--- src/common/lpd_pkg.sv ---
// shared constants and types of the led pwm dimmer
package lpd_pkg;

  // ****************************************************************
  // clocking and timing
  // ****************************************************************
  localparam int CLK_HZ      = 25_000_000;           // system clock rate
  localparam int PWM_CLK_HZ  = 2_000_000;            // modulator base rate
  localparam int PRESC_CYC   = CLK_HZ / PWM_CLK_HZ;  // system clocks per modulator tick
  localparam int PRESC_W     = 4;                    // prescaler width
  localparam int DUTY_W      = 6;                    // digital duty counter width
  localparam int CYC_PER_US  = CLK_HZ / 1_000_000;   // system clocks per microsecond
  localparam int FADE_T0_US  = 50_000;               // 50 ms step interval
  localparam int FADE_T1_US  = 25_000;               // 25 ms step interval
  localparam int FADE_T2_US  = 5_000;                // 5 ms step interval
  localparam int FADE_T3_US  = 2_500;                // 2.5 ms step interval
  localparam int FADE_CYC0   = FADE_T0_US * CYC_PER_US;
  localparam int FADE_CYC1   = FADE_T1_US * CYC_PER_US;
  localparam int FADE_CYC2   = FADE_T2_US * CYC_PER_US;
  localparam int FADE_CYC3   = FADE_T3_US * CYC_PER_US;
  localparam int FADE_W      = 21;                   // step interval timer width

  // ****************************************************************
  // sizes
  // ****************************************************************
  localparam int CODE_W      = 8;                    // duty code and dac width
  localparam int NUM_SINKS   = 7;                    // sinks 1, 2, 6, 30, 31, 32, 33
  localparam logic [NUM_SINKS-1:0] ADDER_MASK = 7'h3F; // sink 33 has no adder
  localparam int ADDR_W      = 8;                    // apb address width
  localparam int DATA_W      = 32;                   // apb data width

  // ****************************************************************
  // register map (byte addresses)
  // ****************************************************************
  localparam logic [ADDR_W-1:0] ADDR_CTRL   = 8'h00; // fade mode and rate
  localparam logic [ADDR_W-1:0] ADDR_CODE   = 8'h04; // duty code
  localparam logic [ADDR_W-1:0] ADDR_STAT   = 8'h08; // modulator status
  localparam logic [ADDR_W-1:0] ADDR_SINK0  = 8'h10; // first per-sink register
  localparam int                SINK_SHIFT  = 2;     // one word per sink

  // ****************************************************************
  // field positions and reset values
  // ****************************************************************
  localparam int CTRL_MODE_LSB = 1;                  // fade direction [2:1]
  localparam int CTRL_RATE_LSB = 3;                  // fade rate [5:3]
  localparam int SINK_SEL_LSB  = 0;                  // source select [1:0]
  localparam int SINK_OFS_EN   = 2;                  // offset enable
  localparam int SINK_INV_EN   = 3;                  // invert enable
  localparam int SINK_FS_LSB   = 8;                  // full scale level [15:8]
  localparam int SINK_OFS_LSB  = 16;                 // offset level [23:16]
  localparam int STAT_LEVEL    = 0;                  // modulated level
  localparam int STAT_SHIFT_LSB = 1;                 // analog divide shift [2:1]
  localparam int STAT_FADING   = 3;                  // fade still moving
  localparam int STAT_CNT_LSB  = 8;                  // duty counter [13:8]
  localparam logic [CODE_W-1:0] CODE_RST  = 8'h00;
  localparam logic [CODE_W-1:0] CODE_FULL = 8'hFF;
  localparam logic [CODE_W-1:0] CODE_ZERO = 8'h00;

  // ****************************************************************
  // encodings
  // ****************************************************************
  typedef enum logic [1:0] {
    LPD_DIM_NONE = 2'b00,   // code used as written
    LPD_DIM_UP   = 2'b01,   // logarithmic up fade
    LPD_DIM_DOWN = 2'b10,   // logarithmic down fade
    LPD_DIM_NA   = 2'b11    // undefined, no fade
  } lpd_dim_e;

  typedef enum logic [1:0] {
    LPD_SRC_OFF  = 2'b00,   // sink gated off
    LPD_SRC_ON   = 2'b01,   // sink gated on
    LPD_SRC_PWM  = 2'b10,   // sink gated by modulator
    LPD_SRC_PAT  = 2'b11    // sink gated by pattern input
  } lpd_src_e;

endpackage

--- src/rtl/lpd_sink_path.sv ---
// one sink's gating, analog scaling, inverter and offset adder
`timescale 1ns/10ps
module lpd_sink_path #(
  parameter bit HAS_ADDER = 1'b1                      // offset adder built for this sink
) (
  input  wire logic                            clk,
  input  wire logic                            rst,
  input  wire logic                            ce,
  input  wire logic [1:0]                      sink_source_select,
  input  wire logic [lpd_pkg::CODE_W-1:0]      sink_full_scale_level,
  input  wire logic                            sink_offset_enable,
  input  wire logic [lpd_pkg::CODE_W-1:0]      sink_offset_level,
  input  wire logic                            sink_invert_enable,
  input  wire logic                            pwm_level,
  input  wire logic [1:0]                      analog_shift,
  input  wire logic                            pattern_gate,
  output logic      [lpd_pkg::CODE_W-1:0]      dac_value,
  output logic                                 sink_on
);

  // ****************************************************************
  // output datapath
  // ****************************************************************
  logic [lpd_pkg::CODE_W-1:0] dac_reg, dac_next;   // value to current dac
  logic                       on_reg, on_next;     // sink gate
  logic                       gate;                // selected on/off source
  logic [lpd_pkg::CODE_W-1:0] scaled;              // full scale after analog divide
  logic [lpd_pkg::CODE_W-1:0] modres;              // modulator result

  // gate choice, analog divide, inversion and adder
  always_comb begin
    unique case (lpd_pkg::lpd_src_e'(sink_source_select))
      lpd_pkg::LPD_SRC_OFF: gate = 1'b0;
      lpd_pkg::LPD_SRC_ON:  gate = 1'b1;
      lpd_pkg::LPD_SRC_PWM: gate = pwm_level;
      lpd_pkg::LPD_SRC_PAT: gate = pattern_gate;
    endcase
    // analog divide only applies while the modulator gates the sink
    if (sink_source_select == lpd_pkg::LPD_SRC_PWM) begin
      scaled = sink_full_scale_level >> analog_shift;
    end else begin
      scaled = sink_full_scale_level;
    end
    modres = gate ? scaled : lpd_pkg::CODE_ZERO;
    // inversion turns the result into offset - m - 1 after the adder
    if (sink_invert_enable) begin
      modres = ~modres;
    end
    // adder works whatever the source select; wraps mod 256 by design
    if (HAS_ADDER && sink_offset_enable) begin
      dac_next = modres + sink_offset_level;
    end else begin
      dac_next = modres;
    end
    on_next = gate;
  end

  // register outputs
  always_ff @(posedge clk or posedge rst) begin
    if (rst) begin
      dac_reg <= lpd_pkg::CODE_ZERO;
      on_reg  <= 1'b0;
    end else if (ce) begin
      dac_reg <= dac_next;
      on_reg  <= on_next;
    end
  end

  assign dac_value = dac_reg;
  assign sink_on   = on_reg;

endmodule

--- src/rtl/lpd_top.sv ---
// shared led pwm dimmer: apb registers, modulator, fader and sink paths
//
// How it works
// pwm-selected sinks share one modulated gate
// modulator ticks 2 MHz, 6-bit counter
// bit7 set: duty bits 7:2, full current
// bit7 clear bit6 set: bits 6:1, half
// bits 7,6 clear: bits 5:0, quarter current
// direction 01 raises, 10 lowers the code
// fading saturates at 255 and 0
// code register always reads current code
// one step per 50/25/5/2.5 ms interval
// quarter down step subtracts max(1, code/4)
// eighth down step subtracts max(1, code/8)
// adder adds offset level to modulated value
// software keeps full scale plus offset <=255
// invert enable inverts modulator result logically
// software keeps inverted result from going negative
// adder works regardless of source select
// only offset enable bit disables adder
// rate even quarter, odd eighth, four intervals
// code 00h always off, FFh always on
// direction 00 none, 01 up, 10 down
// up step adds max(1, fraction of code)
// output high while counter below duty value
//
// The address map and register access over APB were chosen for this implementation.
`timescale 1ns/10ps
module lpd_top #(
  parameter int NUM_SINKS = lpd_pkg::NUM_SINKS,       // number of sink paths
  parameter int FADE_CYC0 = lpd_pkg::FADE_CYC0,       // clocks per 50 ms
  parameter int FADE_CYC1 = lpd_pkg::FADE_CYC1,       // clocks per 25 ms
  parameter int FADE_CYC2 = lpd_pkg::FADE_CYC2,       // clocks per 5 ms
  parameter int FADE_CYC3 = lpd_pkg::FADE_CYC3        // clocks per 2.5 ms
) (
  input  wire logic                                  CLOCK,
  input  wire logic                                  RST,
  input  wire logic                                  CE,
  input  wire logic                                  PSEL,
  input  wire logic                                  PENABLE,
  input  wire logic                                  PWRITE,
  input  wire logic [lpd_pkg::ADDR_W-1:0]            PADDR,
  input  wire logic [lpd_pkg::DATA_W-1:0]            PWDATA,
  output logic      [lpd_pkg::DATA_W-1:0]            PRDATA,
  output logic                                       PREADY,
  output logic                                       PSLVERR,
  input  wire logic [NUM_SINKS-1:0]                  PATTERN_GATE,
  output logic      [NUM_SINKS*lpd_pkg::CODE_W-1:0]  SINK_DAC,
  output logic      [NUM_SINKS-1:0]                  SINK_ON
);

  // ****************************************************************
  // declarations
  // ****************************************************************
  localparam int CW = lpd_pkg::CODE_W;               // code width
  localparam int DW = lpd_pkg::DATA_W;               // bus width

  // apb handshake
  logic          pready_reg, pready_next;            // answer strobe
  logic          pslverr_reg, pslverr_next;          // unmapped answer
  logic [DW-1:0] prdata_reg, prdata_next;            // read data
  logic          access;                             // access phase
  logic          commit;                             // edge the transfer completes
  logic          wr_commit;                          // write takes effect
  logic          mapped;                             // address decodes
  logic [DW-1:0] rd_mux;                             // read data source
  logic [lpd_pkg::ADDR_W-1:0] sink_off;              // offset into sink block
  logic [lpd_pkg::ADDR_W-1:0] sink_idx;              // addressed sink

  // control and code
  logic [1:0]    mode_reg, mode_next;                // fade direction
  logic [2:0]    rate_reg, rate_next;                // fade rate
  logic [CW-1:0] code_reg, code_next;                // duty code

  // per-sink settings
  logic [1:0]    sel_reg  [NUM_SINKS];               // source select
  logic [1:0]    sel_next [NUM_SINKS];
  logic [CW-1:0] fs_reg   [NUM_SINKS];               // full scale level
  logic [CW-1:0] fs_next  [NUM_SINKS];
  logic [CW-1:0] ofs_reg  [NUM_SINKS];               // offset level
  logic [CW-1:0] ofs_next [NUM_SINKS];
  logic          ofe_reg  [NUM_SINKS];               // offset enable
  logic          ofe_next [NUM_SINKS];
  logic          inv_reg  [NUM_SINKS];               // invert enable
  logic          inv_next [NUM_SINKS];

  // modulator
  logic [lpd_pkg::PRESC_W-1:0] presc_reg, presc_next; // 2 MHz tick divider
  logic [lpd_pkg::DUTY_W-1:0]  cnt_reg, cnt_next;     // duty counter
  logic                        lvl_reg, lvl_next;     // modulated level
  logic [1:0]                  shift_reg, shift_next; // analog divide
  logic [lpd_pkg::DUTY_W-1:0]  duty;                  // selected duty value
  logic                        tick;                  // modulator tick

  // fader
  logic [lpd_pkg::FADE_W-1:0]  ftmr_reg, ftmr_next;   // interval timer
  logic [lpd_pkg::FADE_W-1:0]  fade_last;             // timer end count
  logic                        fading;                // fade still moving
  logic [CW-1:0]               frac;                  // step size
  logic [CW:0]                 sum;                   // up step with carry

  // ****************************************************************
  // apb slave: one wait state, answer from flops
  // ****************************************************************
  assign access    = PSEL & PENABLE;
  assign commit    = access & pready_reg;
  assign wr_commit = commit & PWRITE & ~pslverr_reg;
  assign sink_off  = PADDR - lpd_pkg::ADDR_SINK0;
  assign sink_idx  = sink_off >> lpd_pkg::SINK_SHIFT;

  // address decode and read mux
  always_comb begin
    mapped = 1'b1;
    rd_mux = '0;
    if (PADDR == lpd_pkg::ADDR_CTRL) begin
      rd_mux[lpd_pkg::CTRL_MODE_LSB +: 2] = mode_reg;
      rd_mux[lpd_pkg::CTRL_RATE_LSB +: 3] = rate_reg;
    end else if (PADDR == lpd_pkg::ADDR_CODE) begin
      rd_mux[CW-1:0] = code_reg;
    end else if (PADDR == lpd_pkg::ADDR_STAT) begin
      rd_mux[lpd_pkg::STAT_LEVEL]               = lvl_reg;
      rd_mux[lpd_pkg::STAT_SHIFT_LSB +: 2]      = shift_reg;
      rd_mux[lpd_pkg::STAT_FADING]              = fading;
      rd_mux[lpd_pkg::STAT_CNT_LSB +: lpd_pkg::DUTY_W] = cnt_reg;
    end else if (PADDR >= lpd_pkg::ADDR_SINK0 && PADDR[1:0] == 2'h0
                 && sink_idx < lpd_pkg::ADDR_W'(NUM_SINKS)) begin
      for (int i = 0; i < NUM_SINKS; i++) begin
        if (sink_idx == lpd_pkg::ADDR_W'(i)) begin
          rd_mux[lpd_pkg::SINK_SEL_LSB +: 2] = sel_reg[i];
          rd_mux[lpd_pkg::SINK_OFS_EN]       = ofe_reg[i];
          rd_mux[lpd_pkg::SINK_INV_EN]       = inv_reg[i];
          rd_mux[lpd_pkg::SINK_FS_LSB +: CW] = fs_reg[i];
          rd_mux[lpd_pkg::SINK_OFS_LSB +: CW] = ofs_reg[i];
        end
      end
    end else begin
      mapped = 1'b0;                                 // unmapped: error answer
    end
  end

  // answer strobe rises in the second access cycle
  always_comb begin
    pready_next  = access & ~pready_reg;
    pslverr_next = access & ~pready_reg & ~mapped;
    prdata_next  = prdata_reg;
    if (access & ~pready_reg) begin
      prdata_next = (mapped & ~PWRITE) ? rd_mux : '0;
    end
  end

  always_ff @(posedge CLOCK or posedge RST) begin
    if (RST) begin
      pready_reg  <= 1'b0;
      pslverr_reg <= 1'b0;
      prdata_reg  <= '0;
    end else if (CE) begin
      pready_reg  <= pready_next;
      pslverr_reg <= pslverr_next;
      prdata_reg  <= prdata_next;
    end
  end

  // ****************************************************************
  // per-sink settings
  // ****************************************************************
  // writes to the addressed sink word
  always_comb begin
    for (int i = 0; i < NUM_SINKS; i++) begin
      sel_next[i] = sel_reg[i];
      fs_next[i]  = fs_reg[i];
      ofs_next[i] = ofs_reg[i];
      ofe_next[i] = ofe_reg[i];
      inv_next[i] = inv_reg[i];
      if (wr_commit && PADDR >= lpd_pkg::ADDR_SINK0
          && sink_idx == lpd_pkg::ADDR_W'(i)) begin
        sel_next[i] = PWDATA[lpd_pkg::SINK_SEL_LSB +: 2];
        ofe_next[i] = PWDATA[lpd_pkg::SINK_OFS_EN];
        inv_next[i] = PWDATA[lpd_pkg::SINK_INV_EN];
        fs_next[i]  = PWDATA[lpd_pkg::SINK_FS_LSB +: CW];
        ofs_next[i] = PWDATA[lpd_pkg::SINK_OFS_LSB +: CW];
      end
    end
  end

  always_ff @(posedge CLOCK or posedge RST) begin
    if (RST) begin
      for (int i = 0; i < NUM_SINKS; i++) begin
        sel_reg[i] <= lpd_pkg::LPD_SRC_OFF;
        fs_reg[i]  <= lpd_pkg::CODE_ZERO;
        ofs_reg[i] <= lpd_pkg::CODE_ZERO;
        ofe_reg[i] <= 1'b0;
        inv_reg[i] <= 1'b0;
      end
    end else if (CE) begin
      for (int i = 0; i < NUM_SINKS; i++) begin
        sel_reg[i] <= sel_next[i];
        fs_reg[i]  <= fs_next[i];
        ofs_reg[i] <= ofs_next[i];
        ofe_reg[i] <= ofe_next[i];
        inv_reg[i] <= inv_next[i];
      end
    end
  end

  // ****************************************************************
  // modulator
  // ****************************************************************
  assign tick = (presc_reg == lpd_pkg::PRESC_W'(lpd_pkg::PRESC_CYC - 1));

  // duty window and analog divide from the top code bits
  always_comb begin
    if (code_reg[7]) begin
      duty       = code_reg[7:2];
      shift_next = 2'h0;
    end else if (code_reg[6]) begin
      duty       = code_reg[6:1];
      shift_next = 2'h1;
    end else begin
      duty       = code_reg[5:0];
      shift_next = 2'h2;
    end
    presc_next = tick ? '0 : presc_reg + 1'b1;
    cnt_next   = tick ? cnt_reg + 1'b1 : cnt_reg;
    if (code_reg == lpd_pkg::CODE_FULL) begin
      lvl_next = 1'b1;
    end else begin
      lvl_next = (cnt_reg < duty);
    end
  end

  always_ff @(posedge CLOCK or posedge RST) begin
    if (RST) begin
      presc_reg <= '0;
      cnt_reg   <= '0;
      lvl_reg   <= 1'b0;
      shift_reg <= 2'h0;
    end else if (CE) begin
      presc_reg <= presc_next;
      cnt_reg   <= cnt_next;
      lvl_reg   <= lvl_next;
      shift_reg <= shift_next;
    end
  end

  // ****************************************************************
  // control, code and fader
  // ****************************************************************
  // interval by rate bits 2:1, fraction by rate bit 0
  always_comb begin
    unique case (rate_reg[2:1])
      2'h0: fade_last = lpd_pkg::FADE_W'(FADE_CYC0 - 1);
      2'h1: fade_last = lpd_pkg::FADE_W'(FADE_CYC1 - 1);
      2'h2: fade_last = lpd_pkg::FADE_W'(FADE_CYC2 - 1);
      2'h3: fade_last = lpd_pkg::FADE_W'(FADE_CYC3 - 1);
    endcase
    frac = rate_reg[0] ? (code_reg >> 3) : (code_reg >> 2);
    if (frac == lpd_pkg::CODE_ZERO) begin
      frac = CW'(1);                                 // least step of one
    end
    sum    = {1'b0, code_reg} + {1'b0, frac};
    fading = (mode_reg == lpd_pkg::LPD_DIM_UP && code_reg != lpd_pkg::CODE_FULL)
          || (mode_reg == lpd_pkg::LPD_DIM_DOWN && code_reg != lpd_pkg::CODE_ZERO);
  end

  // timer, step and register writes; a code write beats a fade step
  always_comb begin
    mode_next = mode_reg;
    rate_next = rate_reg;
    code_next = code_reg;
    ftmr_next = ftmr_reg;
    if (mode_reg == lpd_pkg::LPD_DIM_UP || mode_reg == lpd_pkg::LPD_DIM_DOWN) begin
      ftmr_next = (ftmr_reg >= fade_last) ? '0 : ftmr_reg + 1'b1;
      if (ftmr_reg >= fade_last) begin
        if (mode_reg == lpd_pkg::LPD_DIM_UP) begin
          code_next = sum[CW] ? lpd_pkg::CODE_FULL : sum[CW-1:0];
        end else begin
          code_next = (code_reg > frac) ? code_reg - frac : lpd_pkg::CODE_ZERO;
        end
      end
    end else begin
      ftmr_next = '0;
    end
    if (wr_commit && PADDR == lpd_pkg::ADDR_CTRL) begin
      mode_next = PWDATA[lpd_pkg::CTRL_MODE_LSB +: 2];
      rate_next = PWDATA[lpd_pkg::CTRL_RATE_LSB +: 3];
      ftmr_next = '0;                                // new setting restarts interval
    end
    if (wr_commit && PADDR == lpd_pkg::ADDR_CODE) begin
      code_next = PWDATA[CW-1:0];                    // start value of a fade
    end
  end

  always_ff @(posedge CLOCK or posedge RST) begin
    if (RST) begin
      mode_reg <= lpd_pkg::LPD_DIM_NONE;
      rate_reg <= 3'h0;
      code_reg <= lpd_pkg::CODE_RST;
      ftmr_reg <= '0;
    end else if (CE) begin
      mode_reg <= mode_next;
      rate_reg <= rate_next;
      code_reg <= code_next;
      ftmr_reg <= ftmr_next;
    end
  end

  // ****************************************************************
  // sink paths
  // ****************************************************************
  for (genvar g = 0; g < NUM_SINKS; g++) begin : g_sink
    lpd_sink_path #(
      .HAS_ADDER (lpd_pkg::ADDER_MASK[g])
    ) u_path (
      .clk                   (CLOCK),
      .rst                   (RST),
      .ce                    (CE),
      .sink_source_select    (sel_reg[g]),
      .sink_full_scale_level (fs_reg[g]),
      .sink_offset_enable    (ofe_reg[g]),
      .sink_offset_level     (ofs_reg[g]),
      .sink_invert_enable    (inv_reg[g]),
      .pwm_level             (lvl_reg),
      .analog_shift          (shift_reg),
      .pattern_gate          (PATTERN_GATE[g]),
      .dac_value             (SINK_DAC[g*CW +: CW]),
      .sink_on               (SINK_ON[g])
    );
  end

  assign PRDATA  = prdata_reg;
  assign PREADY  = pready_reg;
  assign PSLVERR = pslverr_reg;

endmodule

--- config.mk ---
export PLATFORM = sky130hd
export DESIGN_NAME = lpd_top
export DESIGN_NICKNAME = d
export VERILOG_FILES = /design/src/common/lpd_pkg.sv /design/src/rtl/lpd_sink_path.sv /design/src/rtl/lpd_top.sv
export SDC_FILE = /design/constraint.sdc
export NUM_CORES = 1
export LEC_CHECK = 0
export ABC_CLOCK_PERIOD_IN_PS = 27100
export BUFFER_PORTS_ARGS = -buffer_cell sky130_fd_sc_hd__clkbuf_2
export CORE_UTILIZATION = 55
export DETAILED_ROUTE_END_ITERATION = 7
export HOLD_SLACK_MARGIN = 0.1
export PLACE_DENSITY = 0.74
export SLEW_MARGIN = 20
export SYNTH_ARGS = -nofsm -noshare
export SYNTH_HDL_FRONTEND = slang
export SYNTH_SLANG_ARGS = --single-unit
--- constraint.sdc ---
create_clock -name CLOCK -period 27.1 [get_ports CLOCK]
set_input_delay 5.42 -clock CLOCK [delete_from_list [all_inputs] [get_ports CLOCK]]
set_output_delay 5.42 -clock CLOCK [all_outputs]
set_load 0.01 [all_outputs]
==> results_dict.tcl, run 1 <==
set metrics [dict create \
    period_minus_slack_ns 8.56 \
    setup_violations 0 \
    p_per_area_nw_per_um2 48.4 \
    hold_viol 0 \
    cts.repair.resized 0 \
    insertion_delay_ns 0.57 \
    num_rows 66 \
    reg2regPathDepth 14 \
    synth_area_leaders "dfrtp_1 (37%), mux2_2 (9.0%), ha_1 (6.0%)" \
    htree_levels 1 \
    slew_violations 0 \
    first_pass_iters 6 \
    synth_seq_area_share_pct 37.5 \
    die-area_sq_um 34200 \
    syn_to_final_growth_pct 10.3 \
    drtIter0Drc 1514 \
    synth_top_area_share_pct 37.5 \
    cts_buffers 31 \
    grt_pass1_vias 15100 \
    hold_end "g_sink[5].u_path.dac_value[5]$_DFFE_PP0P_" \
    netlist_area_sq_um 18400 \
    fin_util_pct 62.0 \
    routed_via_density 6.32 \
    ys_async_sr_fraction_pct 100 \
    fill_cells 2795 \
    cp.arrival_ns 9.03 \
    outcome "completed" \
    irDropWorstVdd_uv 55.9 \
    grt_pass1_wl_microns 83400 \
    yosys.area.top_type "dfrtp_1" \
    syn_inst 1953 \
    cts-hold-fix-buffers 0 \
    antenna_cells 0 \
    initial_core_util_pct 56.2 \
    crit_required_ns 27.57 \
    io_pins 150 \
    vias 15600 \
    clk_pin_slew_worst_paths_ns 0.06 \
    layout_commonest_cell "dfrtp_1" \
    endpoint_kind "flip-flop" \
    r2r_start "shift_reg[0]$_DFFE_PP0P_" \
    relSlewSlack_pct 27.1 \
    synth.avg_cell_area_sq_um 9.44 \
    port-buffer-count 133 \
    drive_above_1_share_pct 19.0 \
    fmax_ghz 0.117 \
    nNetsFinal 2148 \
    multiInputGateArea_sq_um 10600 \
    register_area_sq_um 6910 \
    hp-start "g_sink[5].u_path.dac_value[5]$_DFFE_PP0P_" \
    postCtsSetupRepairBufs 0 \
    clk_path_buf_depth 3 \
    yosys_warnings 0 \
    drc 0 \
    synth_edf_count 0 \
    synthFlopType "dfrtp_1" \
    final_cells 2462 \
    dp_hpwl_microns 37900 \
    fin_worst_skew_ns 0.0114 \
    whs_path_depth 1 \
    dieWidth_microns 185 \
    die_h_microns 185 \
    p_leak_uw 0.00947 \
    core-area_sq_um 32800 \
    hp-class "flip-flop to flip-flop" \
    dp.cells 2406 \
    synth_cell_type_count 76 \
    worstReg2RegEnd "g_sink[1].u_path.dac_value[7]$_DFFE_PP0P_" \
    synth_seq_cells 276 \
    crit_type "input port to flip-flop" \
    final.setup.tns_ns 0 \
    cts-root-buf "clkbuf_16" \
    gp_congestion 0.935 \
    grt_max_degree 138 \
    antenna_found_initial 0 \
    most-common-layout-cells "dfrtp_1 (274), nor2_1 (164), nand2_1 (163), mux2_2 (148), clkbuf_2 (132)" \
    grt_setup_unrepaired "false" \
    cap_viol_max_count 0 \
    finalCritPeriodShare_pct 31.6 \
    cts.sink_count 276 \
    cts_tree "done" \
    grt.total_usage_pct 31.4 \
    path_max_fanout 82 \
    ant_nets 0 \
    start_kind "input port" \
    grt_overflow 0 \
    worstMarginPinSlew_ns 1.09 \
    wire_per_inst_microns 21.6 \
    r2r_slack_ns 22.52 \
    drt-total-wl_microns 53100 \
]
## how the worst max path moves through the flow
stage                     start                     end  slack, ns  cells past startpoint
final                        CE  PRDATA[17]$_DFFE_PP0P_      18.54                      9
after global routing         CE  PRDATA[16]$_DFFE_PP0P_      18.30                      9
after CTS                    CE  PRDATA[17]$_DFFE_PP0P_      18.61                      9
after detailed placement     CE  PRDATA[14]$_DFFE_PP0P_      18.07                      9
after global placement       CE  PRDATA[18]$_DFFE_PP0P_      18.12                      9
after floorplan             RST   PRDATA[0]$_DFFE_PP0P_      14.07                      1
## metal layers
layer  wire length, microns  GRT usage [%]  share of wire, %  vias up
met1                  22900           44.1                43     7649
met3                   3900           3.74               7.4      101
met2                  24900           51.3                47      652
met4                   1350           8.76               2.5        0
li1                       -              -                 -     7151
met5                      0              0                 0        -
## final cells by class
class	count	area share, %
multi-input cells	1464	52.3
repair buffers	147	3.90
flip-flops and latches	276	34.0
clock buffers	39	4.16
clock inverters	16	1.42
inverters	78	1.48
well taps	442	2.72
## power by group
part           switching [uW]  internal [uW]  leakage [uW]
sequential               13.3            422       0.00377
clock                     179            295      0.000549
combinational            48.1           25.4       0.00515
## worst max-delay path, stage by stage
cell and delay (ns):
buf_4 0.59, buf_4 0.77, nand4_1 0.15, buf_4 0.30, nor2_1 0.35, nand3_1 0.24, nor2_1 0.87, a22oi_1 0.17
o31ai_1 0.12
## per-stage QoR
step | area, sq um | hold slack [ns] | setup WS [ns] | total power [uW]
3_3_place_gp | 19200 | 0.460 | 18.12 | 512
3_5_place_dp | 19200 | 0.475 | 18.07 | 515
4_1_cts | 20300 | 0.490 | 18.61 | 985
6_report | 20300 | 0.482 | 18.54 | 983
2_1_floorplan | 18500 | 0.468 | 14.07 | 487
5_1_grt | 20300 | 0.515 | 18.30 | 1010
## cell usage after synthesis, types with 9 or more instances
cell and n:
a31oi_1 38, buf_2 29, o2bb2ai_1 20, a21oi_1 117, a21o_1 26, mux2_2 148
buf_4 16, a22oi_1 27, a211oi_1 19, nor3_1 25, xor2_1 32, and2_1 15
o21a_1 15, o31ai_1 16, ha_1 89, mux4_2 16, o221ai_1 23, nand2b_1 21
o211ai_1 17, nor2b_1 26, nand3_1 47, a31o_2 9, xnor2_1 72, o21bai_1 12
mux2_1 26, nand2_1 163, o22ai_1 26, nor3b_1 11, o21ai_0 99, nor2_1 164
and3_1 14, clkbuf_1 77, inv_1 71, buf_1 20, dfrtp_1 276, mux2i_1 22
## kinds of logic after synthesis
group	synth area share (%)
DFF	37.5
other	0.0203
and+or+nand+nor	13.7
xor gates and xnor gates	4.94
muxes	13.8
AOI/OAI and AO/OA	18.1
buffers and inverters	5.00
adders and majority gates	6.91
(Power assumes the default switching activity.)
==> run 2, diff against run 1 <==
ABC_AREA = 1   (was default)
ABC_CLOCK_PERIOD_IN_PS = 7050   (was 27100)
PLACE_DENSITY = 0.77   (was 0.74)
clock period = 7.05 ns   (was 27.1 ns; I/O delays follow)
==> run 2 against run 1 <==
Compared with the run above:
- routed wire length grew 8.7%
- clock skew grew 0.011 ns
- clock-buffer cell count grew 6
- setup slack lost 16 ns
- sequential cell count is the same
- combinational power grew to 3.8 times the previous value
- first-iteration DRC count grew 24%
==> results_dict.tcl, run 2 <==
set metrics [dict create \
    outcome "completed" \
    cts.sink_count 276 \
    cts.repair.resized 0 \
    synth.avg_cell_area_sq_um 7.27 \
    cts_buffers 34 \
    grt_max_degree 141 \
    layout_commonest_cell "nand2_1" \
    slew_violations 0 \
    syn_to_final_growth_pct 10.6 \
    clk_path_buf_depth 3 \
    whs_path_depth 2 \
    synth_area_leaders "dfrtp_1 (38%), nand2_1 (13%), o21ai_0 (9.7%)" \
    most-common-layout-cells "nand2_1 (639), o21ai_0 (353), dfrtp_1 (275), inv_1 (227), nand3_1 (152)" \
    vias 17700 \
    worstReg2RegEnd "g_sink[0].u_path.dac_value[6]$_DFFE_PP0P_" \
    synth_top_area_share_pct 37.9 \
    worstMarginPinSlew_ns 1.07 \
    multiInputGateArea_sq_um 9890 \
    drtIter0Drc 1881 \
    dp_worst_setup_slack_ns 1.74 \
    grt_pass1_wl_microns 90300 \
    synth.most_common_cell "nand2_1" \
    antenna_cells 0 \
    nNetsFinal 2718 \
    drive_above_1_share_pct 9.50 \
    endpoint_kind "flip-flop" \
    fin_ws_ns 2.49 \
    die-area_sq_um 33900 \
    power_switching_share_pct 26.1 \
    core-area_sq_um 32600 \
    netlist_area_sq_um 18200 \
    setup_violations 0 \
    period_minus_slack_ns 4.56 \
    postCtsSetupRepairBufs 0 \
    drc 0 \
    internal-power_uw 2710 \
    io_pins 150 \
    dieWidth_microns 184 \
    timing.hold.ws_ns 0.480 \
    fill_cells 3026 \
    reg2regPathDepth 19 \
    routed_via_density 5.85 \
    wire_per_inst_microns 19.0 \
    die_h_microns 184 \
    start_kind "input port" \
    clk_pin_slew_worst_paths_ns 0.06 \
    hp-start "g_sink[2].u_path.dac_value[7]$_DFFE_PP0P_" \
    clkPwrFrac_pct 47.0 \
    crit_required_ns 7.42 \
    hp-class "flip-flop to flip-flop" \
    finalCritPeriodShare_pct 64.6 \
    hold_end "g_sink[2].u_path.dac_value[7]$_DFFE_PP0P_" \
    dp_hpwl_microns 42100 \
    fmax_ghz 0.219 \
    cp.arrival_ns 4.93 \
    grt_pass1_vias 16200 \
    p_per_area_nw_per_um2 181 \
    yosys.area.top_type "dfrtp_1" \
    port-buffer-count 133 \
    num_rows 66 \
    pwr-share-seq_pct 45.5 \
    yosys_warnings 0 \
    grt.total_usage_pct 34.3 \
    irDropWorstVdd_uv 167 \
    r2r_start "shift_reg[0]$_DFFE_PP0P_" \
    ys_async_sr_fraction_pct 100 \
    synth_seq_cells 276 \
    htree_levels 2 \
    fin_worst_skew_ns 0.0222 \
    register_area_sq_um 6910 \
    initial_core_util_pct 55.9 \
    grt_setup_unrepaired "false" \
    synthFlopType "dfrtp_1" \
    pwr-share-comb_pct 7.5 \
    hold_viol 0 \
    antenna_found_initial 2 \
    cts_tree "done" \
    relSlewSlack_pct 28.5 \
    synth_common_cells "nand2_1 (642), o21ai_0 (353), dfrtp_1 (276), inv_1 (228), nand3_1 (153)" \
    cts-root-buf "clkbuf_16" \
    crit_type "input port to flip-flop" \
    drt-total-wl_microns 57700 \
    r2r_slack_ns 2.75 \
    synth_edf_count 0 \
    gp_congestion 0.951 \
    ant_nets 0 \
    first_pass_iters 6 \
    insertion_delay_ns 0.52 \
    syn_inst 2508 \
    switchingPower_uw 954 \
    cap_viol_max_count 0 \
    grt_overflow 0 \
    synth_seq_area_share_pct 37.9 \
    p_leak_uw 0.00992 \
    synth_cell_type_count 42 \
    final.setup.tns_ns 0 \
    cts-hold-fix-buffers 0 \
    path_max_fanout 39 \
]
==> run 2: logic make-up after synthesis <==
kind of cell / synth area share [%]
simple gates: 23.8
xor+xnor: 4.75
compound gates: 18.4
flops: 37.9
fa+ha+maj: 6.98
other cells: 0.0206
buf+inv: 8.20
==> run 2: worst max path at each step <==
stage | from | endpoint | slack [ns] | cells past startpoint
5_1_grt | PADDR[5] | fs_reg[31]$_DFFE_PP0P_ | 2.23 | 11
2_1_floorplan | RST | PRDATA[0]$_DFFE_PP0P_ | 1.99 | 1
3_3_place_gp | PADDR[4] | fs_reg[3]$_DFFE_PP0P_ | 1.85 | 14
6_report | PADDR[5] | fs_reg[30]$_DFFE_PP0P_ | 2.49 | 10
3_5_place_dp | PADDR[4] | fs_reg[5]$_DFFE_PP0P_ | 1.74 | 14
4_1_cts | PADDR[4] | fs_reg[5]$_DFFE_PP0P_ | 2.27 | 14
==> run 2: per-layer routing <==
layer,vias up,share of wire (%),wire (microns),track usage [%]
li1,8442,-,-,-
met1,8322,44,25300,49.8
met2,870,44,25200,52.0
met3,108,9.5,5500,5.53
met4,0,2.9,1700,11.5
met5,-,0,0,0
==> run 2: cell type report <==
type                    instances  area share, %
multi-input cells            1863           49.0
clock inverters                13          0.534
inverters                     242           4.52
well taps                     442           2.74
flip-flops and latches        276           34.3
clock buffers                  45           4.83
repair buffers                151           4.09
==> run 2: per-stage QoR <==
stage / total power (uW) / cell area (sq um) / std cells / utilization [%]
6_report: 3660 / 20200 / 3032 / 61.8
4_1_cts: 3670 / 20200 / 3032 / 61.8
2_1_floorplan: 1860 / 18300 / 2515 / -
3_5_place_dp: 1960 / 19100 / 2974 / 58.5
3_3_place_gp: 1950 / 19100 / 2974 / 58.5
5_1_grt: 3780 / 20200 / 3032 / 61.8
==> run 2: power groups by stage <==
stage / logic, uW / clock network (uW) / registers (uW)
after floorplan: 178 / 0 / 1680
after global placement: 265 / 0 / 1690
after detailed placement: 273 / 0 / 1690
after CTS: 275 / 1740 / 1660
after global routing: 311 / 1800 / 1670
final: 276 / 1720 / 1660
==> run 2: worst max-delay path: stages <==
cell	delay, ns
clkbuf_2	0.12
nor2_1	0.14
nand3b_1	0.67
nand2_1	0.29
inv_2	0.30
nand2_1	0.20
clkinv_1	0.55
nand2_1	0.74
buf_4	0.37
o21ai_0	0.12
